File: src/core_move_map.svh
// constants for the data-move and call instruction decoder
`ifndef CORE_MOVE_MAP_SVH
`define CORE_MOVE_MAP_SVH
// opcode patterns (upper bits of the 16-bit program word; the call pattern is the whole word)
`define LOAD_LITERAL_HI   8'h0E
`define STORE_ACC_HI      7'h37
`define CALL_VIA_ACC_WORD 16'h0014
`define INDEXED_MOVE_HI   9'h1D6
`define SECOND_WORD_HI    4'hF
// field positions
`define BANK_BIT          8
`define OFFSET_WIDTH      7
// extended-mode indexed window limit
`define INDEXED_LIMIT     8'h5F
// return address step
`define RETURN_STEP       21'h000002
// reset values
`define ACC_RESET         8'h00
`define PC_RESET          21'h000000
// indirect-register window and access-bank split in the data space
`define INDIRECT_LO       12'hFDF
`define INDIRECT_HI       12'hFEF
`define ACCESS_SPLIT      8'h60
`define ACCESS_SFR_BANK   4'hF
`endif

File: src/core_move_pkg.sv
// types for the data-move and call instruction decoder
package core_move_pkg;
   typedef enum logic [1:0] {phase_decode, phase_read, phase_process, phase_write} phase_e;
   typedef enum logic [1:0] {exec_single, exec_call_nop, exec_move_second} exec_e;
   typedef struct packed {
      logic        write;
      logic [11:0] addr;
      logic [7:0]  data;
   } data_write_s;
endpackage : core_move_pkg

File: src/move_call_decoder.sv
// decode and execute of literal load, store, call-through-accumulator and indexed move
//
// Functional notes
// - literal load sets accumulator, flags unchanged
// - store accumulator into banked file register
// - bank bit zero access bank, else bank_select
// - extended mode, low address uses pointer offset
// - call pushes program counter plus two
// - call loads counter from accumulator and latches
// - call takes two cycles, second no-op
// - move source is pointer_two plus offset
// - move destination is twelve-bit absolute address
// - indirect source reads zero, zero written
`include "core_move_map.svh"
module move_call_decoder
   import core_move_pkg::*;
(
   input  wire logic        clock,
   input  wire logic        rst_n,
   input  wire logic [15:0] prog_word,
   input  wire logic        extended_en,
   input  wire logic [3:0]  bank_select_reg,
   input  wire logic [11:0] pointer_two,
   input  wire logic [7:0]  counter_latch_high,
   input  wire logic [4:0]  counter_latch_upper,
   input  wire logic [7:0]  data_read,
   output logic [11:0]      data_read_addr,
   output data_write_s      data_write,
   output logic [7:0]       accumulator_reg,
   output logic [20:0]      prog_counter,
   output logic             push_strobe,
   output logic [20:0]      stack_top,
   output logic             fetch_strobe,
   output phase_e           phase
);

   // ***************************************************
   // reset release
   // ***************************************************
   logic rst_meta;
   logic rst_sync_n;

   // two-stage release keeps the async reset edge off the core logic
   always_ff @(posedge clock or negedge rst_n) begin
      if (!rst_n) begin
         rst_meta   <= 1'b0;
         rst_sync_n <= 1'b0;
      end else begin
         rst_meta   <= 1'b1;
         rst_sync_n <= rst_meta;
      end
   end

   // ***************************************************
   // phase sequencer
   // ***************************************************
   phase_e next_phase;

   // one instruction cycle is four core clocks
   always_comb begin
      unique case (phase)
         phase_decode:  next_phase = phase_read;
         phase_read:    next_phase = phase_process;
         phase_process: next_phase = phase_write;
         phase_write:   next_phase = phase_decode;
      endcase
   end

   always_ff @(posedge clock or negedge rst_sync_n) begin
      if (!rst_sync_n) begin
         phase <= phase_decode;
      end else begin
         phase <= next_phase;
      end
   end

   // ***************************************************
   // decode
   // ***************************************************
   logic        is_load;
   logic        is_store;
   logic        is_call;
   logic        is_move;
   logic [7:0]  file_field;
   logic [11:0] store_addr;
   logic [11:0] move_source;

   assign is_load    = (prog_word[15:8] == `LOAD_LITERAL_HI);
   assign is_store   = (prog_word[15:9] == `STORE_ACC_HI);
   assign is_call    = (prog_word == `CALL_VIA_ACC_WORD);
   assign is_move    = (prog_word[15:7] == `INDEXED_MOVE_HI);
   assign file_field = prog_word[7:0];

   // banked address of store; access bank splits low RAM and high SFRs
   always_comb begin
      if (prog_word[`BANK_BIT]) begin
         store_addr = {bank_select_reg, file_field};
      end else if (extended_en && (file_field <= `INDEXED_LIMIT)) begin
         store_addr = pointer_two + {4'h0, file_field};
      end else if (file_field < `ACCESS_SPLIT) begin
         store_addr = {4'h0, file_field};
      end else begin
         store_addr = {`ACCESS_SFR_BANK, file_field};
      end
   end

   // unsigned 7-bit offset added to the pointer, wraps in 4 KB space
   assign move_source = pointer_two + {5'h00, prog_word[`OFFSET_WIDTH-1:0]};

   // ***************************************************
   // execute state
   // ***************************************************
   exec_e       exec;
   exec_e       next_exec;
   logic [11:0] held_source;
   logic [11:0] next_held_source;
   logic [7:0]  next_acc;
   logic [20:0] next_pc;
   logic [20:0] next_stack_top;
   logic        next_push;
   logic        next_fetch;
   logic [11:0] next_read_addr;
   data_write_s next_write;
   logic [7:0]  move_data;

   // indirect registers read as zero instead of an indirect access
   assign move_data = ((held_source >= `INDIRECT_LO) && (held_source <= `INDIRECT_HI)) ?
                      8'h00 : data_read;

   // all actions except the move source read address commit in the write-back phase
   always_comb begin
      next_exec        = exec;
      next_held_source = held_source;
      next_acc         = accumulator_reg;
      next_pc          = prog_counter;
      next_stack_top   = stack_top;
      next_push        = 1'b0;
      next_fetch       = 1'b0;
      next_read_addr   = data_read_addr;
      next_write       = '0;
      if (phase == phase_read && exec == exec_single && is_move) begin
         next_read_addr = move_source; // source read ahead of the second word
      end
      if (phase == phase_write) begin
         next_fetch = 1'b1;
         unique case (exec)
            exec_single: begin
               next_pc = prog_counter + `RETURN_STEP;
               if (is_load) begin
                  next_acc = file_field;
               end else if (is_store) begin
                  next_write = '{write: 1'b1, addr: store_addr, data: accumulator_reg};
               end else if (is_call) begin
                  next_stack_top = prog_counter + `RETURN_STEP;
                  next_push      = 1'b1;
                  next_pc        = {counter_latch_upper, counter_latch_high, accumulator_reg};
                  next_exec      = exec_call_nop;
               end else if (is_move) begin
                  next_held_source = move_source;
                  next_exec        = exec_move_second;
               end
            end
            exec_call_nop: begin
               next_pc   = prog_counter + `RETURN_STEP; // target fetched, no operation
               next_exec = exec_single;
            end
            exec_move_second: begin
               next_pc    = prog_counter + `RETURN_STEP;
               next_write = '{write: 1'b1, addr: prog_word[11:0], data: move_data};
               next_exec  = exec_single;
            end
            default: next_exec = exec_single;
         endcase
      end
   end

   always_ff @(posedge clock or negedge rst_sync_n) begin
      if (!rst_sync_n) begin
         exec            <= exec_single;
         held_source     <= 12'h000;
         accumulator_reg <= `ACC_RESET;
         prog_counter    <= `PC_RESET;
         stack_top       <= `PC_RESET;
         push_strobe     <= 1'b0;
         fetch_strobe    <= 1'b0;
         data_read_addr  <= 12'h000;
         data_write      <= '0;
      end else begin
         exec            <= next_exec;
         held_source     <= next_held_source;
         accumulator_reg <= next_acc;
         prog_counter    <= next_pc;
         stack_top       <= next_stack_top;
         push_strobe     <= next_push;
         fetch_strobe    <= next_fetch;
         data_read_addr  <= next_read_addr;
         data_write      <= next_write;
      end
   end

endmodule : move_call_decoder

File: config.mk
export PLATFORM = sky130hd
export DESIGN_NAME = move_call_decoder
export DESIGN_NICKNAME = d
export VERILOG_FILES = /design/src/core_move_pkg.sv /design/src/move_call_decoder.sv
export VERILOG_INCLUDE_DIRS = /design/src
export SDC_FILE = /design/constraint.sdc
export NUM_CORES = 1
export LEC_CHECK = 0
export ABC_AREA = 1
export BUFFER_PORTS_ARGS = -buffer_cell sky130_fd_sc_hd__buf_2
export CELL_PAD_IN_SITES_DETAIL_PLACEMENT = 2
export CELL_PAD_IN_SITES_GLOBAL_PLACEMENT = 2
export CORE_MARGIN = 3
export CORE_UTILIZATION = 27
export CTS_CLUSTER_SIZE = 14
export DETAILED_ROUTE_END_ITERATION = 6
export PLACE_DENSITY_LB_ADDON = 0.1
export SLEW_MARGIN = 15
export SYNTH_ARGS = -nofsm -noshare
export SYNTH_HDL_FRONTEND = slang
export SYNTH_SLANG_ARGS = --single-unit
File: constraint.sdc
create_clock -name clock -period 3 [get_ports clock]
set_clock_uncertainty 0.15 [all_clocks]
set_input_delay 0.15 -clock clock [delete_from_list [all_inputs] [get_ports clock]]
set_output_delay 0.15 -clock clock [all_outputs]
set_load 0.02 [all_outputs]
After elaboration in Yosys (flattened, before gate mapping). Cells that the tools add are included.

Bits in registers: 103. Input bits: 56. Output and inout port bits: 87. Word-level logic and storage cells: 73.

Add/subtract/negate cells: 3. Magnitude comparators: 4. Equality and inequality tests: 12. Multiplexer cells: 24. Bitwise logic cells: 3. Reductions and logical operators: 13.

Operator list (number): $mux 21 (6); $pmux 21 s2 (2); $mux 12 (3); $add 21x2->21 const B (1); $eq 16x5->1 const B (1); $add 12x7->12 (1); $add 12x8->12 (1); $ge 12x12->1 const B (1); $le 12x12->1 const B (1); $mux 2 (5); $eq 9x9->1 const B (1); $eq 8x4->1 const B (1); $le 8x7->1 const B (1); $lt 8x7->1 const B (1); $mux 8 (1); $pmux 2 s4 (1); $eq 7x6->1 const B (1); $eq 2x2->1 const B (3); $mux 1 (6); $reduce_and 6->1 (1); $reduce_and 5->1 (1); $eq 2x1->1 const B (2); $logic_and 1x1->1 (4); $logic_not 2->1 (2); other kinds (8) (11).

Longest topological paths before layout.
Depth in word-level cells: 8. Mapped depth: 15. Mapped depth without buffers: 15.

Worst setup path before layout. No wires, ideal clock.

Path kind: register -> register. Start: register phase[1]. End: register prog_counter[17]. Library setup time: 0.124 ns. Arrival: 1.726 ns. Data required time: 2.726 ns. Setup slack: 1.000 ns. Cell stages (with the launch flop): 9. Path buffers: 2. Clock period less this slack: 2.000 ns. Cell sequence: dfrtp_1 -> ha_1 -> clkbuf_1 -> inv_1 -> nor2_1 -> clkinv_1 -> clkbuf_1 -> nand2_1 -> o21ai_1.

Word-level cells in the longest chain between the ends: 2.

RTL lines: start, declared (line move_call_decoder.sv:34) `output phase_e phase`; start signal, assigned (line move_call_decoder.sv:71) `phase <= phase_decode;`; start signal, assigned (line move_call_decoder.sv:73) `phase <= next_phase;`; $eq 2x2->1 (line move_call_decoder.sv:144) `if (phase == phase_write) begin`; $reduce_and 2->1 (no source line); end signal, assigned (line move_call_decoder.sv:182) `` prog_counter <= `PC_RESET; ``; end signal, assigned (line move_call_decoder.sv:192) `prog_counter <= next_pc;`; end, declared (line move_call_decoder.sv:30) `output logic [20:0] prog_counter,`.

No other way between the ends. A chain may end at the register's enable or synchronous reset.

==> results.sh <==
export IMPL_crit_path_start_kind="input port"
export IMPL_clkLatencyLatePin_ns=0.36
export IMPL_critPathKind="input port to flop"
export IMPL_ant_nets=0
export IMPL_max_vdd_ir_drop_uv=253
export IMPL_port_buffers=142
export IMPL_fin_crit_sh=0.936
export IMPL_drc_errors=0
export IMPL_required_ns=3.09
export IMPL_slowest_stage="dlygate4sd3_1"
export IMPL_wire_per_inst_um=18.5
export IMPL_crit_path_end_kind="flop"
export IMPL_syn_avg_cell_area_um2=7.95
export IMPL_grt_pass1_vias=5990
export IMPL_min_to="data_write[18]$_DFF_PN0_"
export IMPL_rrSetupSlack_ns=0.41
export IMPL_grt_pass1_wl_um=32900
export IMPL_synth_edf_count=0
export IMPL_htree_levels=3
export IMPL_top_regs="data_write: 21 flops, prog_counter: 21 flops, stack_top: 21 flops"
export IMPL_synth_cells=675
export IMPL_grtUsageTotal=0.193
export IMPL_max_stage_delay_ns=0.55
export IMPL_vias=5313
export IMPL_worst_slew_pin_slew_ns=0.815
export IMPL_holdPathStages=5
export IMPL_syn_area_um2=5370
export IMPL_ios=143
export IMPL_synth_seq_cells=103
export IMPL_cts_clk_slew_worst_paths_ns=0.07
export IMPL_synthSimpleGateAreaFrac=0.248
export IMPL_yosysWarnings=0
export IMPL_viasPerCell=4.77
export IMPL_status="finished clean"
export IMPL_synth_compound_area_frac=0.121
export IMPL_cts_sinks=103
export IMPL_antenna_found_initial=0
export IMPL_clock_tree_buffer_depth=2
export IMPL_min_from="bank_select_reg[2]"
export IMPL_n_antenna_cell=0
export IMPL_setup_viol=0
export IMPL_root_buffer="clkbuf_16"
export IMPL_r2r_start="exec[0]$_DFFE_PN0P_"
export IMPL_synth_top_family_by_area="simple AND/OR/NAND/NOR gates"
export IMPL_cellLeakagePower_nw=3.72
export IMPL_cts_buffers=9
export IMPL_die_area_um2=21600
export IMPL_reg2reg_depth=9
export IMPL_synthesis_nets=749
export IMPL_ys_seq_area_frac=0.480
export IMPL_path_cells="dlygate4sd3_1, buf_2, ha_1, a21oi_1, nand2_1, nand2_1, nand3_1, a21oi_2, or2_2, nand3_1, nand2_1, nand2_1, dlygate4sd3_1"
export IMPL_syn_to_final_growth_pct=31.3
export IMPL_cts_tree="yes"
export IMPL_synth_area_leader_cell="dfrtp_1"
export IMPL_synth_commonest_cells="199 x nand2_1, 103 x dfrtp_1, 66 x inv_1, 42 x nor2_1, 42 x o21ai_0"
export IMPL_fmax_mhz=356
export IMPL_yosys_mux_area_fraction=0
export IMPL_powerDensity_nw_per_um2=486
export IMPL_synth_ff_type="dfrtp_1"
export IMPL_grt_max_degree=102
export IMPL_hold_class="input port to flop"
export IMPL_layout_min_cycle_time_ns=2.81
export IMPL_post_cts_buffers=0
export IMPL_hold_viol=0
export IMPL_stdcell_count=1115
export IMPL_slew_headroom=0.455
export IMPL_drv_cap=0
export IMPL_async_reset_ff_frac=1.00
export IMPL_synthAdderAreaFrac=0.0433
export IMPL_grt_overflow_total=0
export IMPL_slew_violations=0
export IMPL_dr_first_iter_drc_count=131
export IMPL_synthDistinctLibCells=35
export IMPL_finalNetCount=924
export IMPL_crit_top_cell="nand2_1"
export IMPL_place_inst=1064
export IMPL_dr_pass1_iters=4
export IMPL_place_hpwl_um=15500
export IMPL_drive_gt1_frac=0.219
export IMPL_coreArea_um2=19100
export IMPL_synth_top_cell_area_share=0.480
export IMPL_initial_core_util=0.280
export IMPL_cp_max_fo=6
export IMPL_crit_arrival_ns=2.90
export IMPL_finalWirelength_um=20700
export IMPL_utilization=0.368
export IMPL_num_rows=50
export IMPL_die_h_um=147
export IMPL_synth_most_common_cell="nand2_1"
export IMPL_r2r_end="data_write[17]$_DFF_PN0_"
export IMPL_die_w_um=147
export IMPL_gp_congestion=0.854
export IMPL_synth_xor_area_share=0.0375
export IMPL_synth_area_top_cells="dfrtp_1 48%, nand2_1 14%, inv_1 4.6%"
[stage by stage]
stage | TNS [ns] | power [W] | worst slack, ns | cell area [µm²] | hold slack (ns)
final | 0 | 0.00342 | 0.193 | 7050 | 0.0108
after global placement | 0 | 0.00214 | 0.719 | 6380 | -0.215
after detailed placement | 0 | 0.00216 | 0.631 | 6380 | -0.214
after floorplan | 0 | 0.00188 | 1.00 | 5370 | -0.296
after CTS | 0 | 0.00348 | 0.142 | 7040 | 0.00587
after global routing | -0.0247 | 0.00359 | -0.0247 | 7050 | 0.0144
[placed cells by master (no fill, tap or decap), types with 7 or more instances in the layout]
cell type / count
nand3_1: 39
buf_4: 7
xnor2_1: 7
o21ai_0: 42
o21ai_1: 33
nand4_1: 9
dfrtp_1: 102
nor2_1: 42
ha_1: 17
a21oi_1: 36
nor3_1: 9
clkbuf_16: 9
nand2_1: 198
inv_1: 65
buf_2: 142
xor2_1: 16
dlygate4sd3_1: 35
[cell families (layout without fill, tap and decap cells)]
| kind of cell | Yosys count | count (layout) |
|---|---|---|
| adders and majority gates | 18 | 18 |
| DFF | 103 | 103 |
| and+or+nand+nor | 312 | 312 |
| AOI/OAI and AO/OA | 124 | 124 |
| buffers and inverters | 94 | 274 |
| xor gates and xnor gates | 23 | 23 |
| other | 1 | 1 |
[where the power goes]
part	internal (W)	total (W)	leakage [nW]	switching, W
clock network	0.000676	0.00126	0.145	0.000582
logic	0.000217	0.000646	2.27	0.000429
registers	0.00147	0.00152	1.31	0.0000470
total	0.00237	0.00342	3.72	0.00106
[cell type report]
class / count / area [µm²]
Fill cell: 2274 / 12100
Sequential cell: 103 / 2580
Multi-Input combinational cell: 478 / 2420
Timing Repair Buffer: 185 / 1130
Tap cell: 260 / 325
Inverter: 73 / 278
Clock buffer: 10 / 239
Clock inverter: 6 / 67.6
[what timing repair did]
action | CTS | global route
hold buffers | 35 | 0
endpoints found under the hold margin | 35 | 0
gates resized for setup | 0 | 3
endpoints found under the setup margin | 0 | 1
[per-layer routing]
layer / global-route usage / share of wire
met1: 0.221 / 0.42
met3: 0.0234 / 0.027
met4: 0.0596 / 0.017
met2: 0.372 / 0.54
met5: 0 / 0
[worst max-delay path: cells and delay by family]
family	cells	cell delay, ns
compound gates	2	0.36
simple gates	7	0.74
fa+ha+maj	1	0.37
buf+inv	3	1.27
[worst max-delay path by stage]
| stage | from | to | slack, ns | cells after the start |
|---|---|---|---|---|
| final | prog_word[2] | data_write[17]$_DFF_PN0_ | 0.19 | 13 |
| after global routing | prog_word[2] | data_write[17]$_DFF_PN0_ | -0.02 | 13 |
| after CTS | prog_word[2] | data_write[17]$_DFF_PN0_ | 0.14 | 13 |
| after detailed placement | prog_word[0] | data_read_addr[10]$_DFFE_PN0P_ | 0.63 | 15 |
| after global placement | prog_word[0] | data_read_addr[10]$_DFFE_PN0P_ | 0.72 | 15 |
| after floorplan | phase[1]$_DFF_PN0_ | prog_counter[17]$_DFFE_PN0P_ | 1.00 | 8 |
No activity file was read; power rests on OpenSTA's default activity.
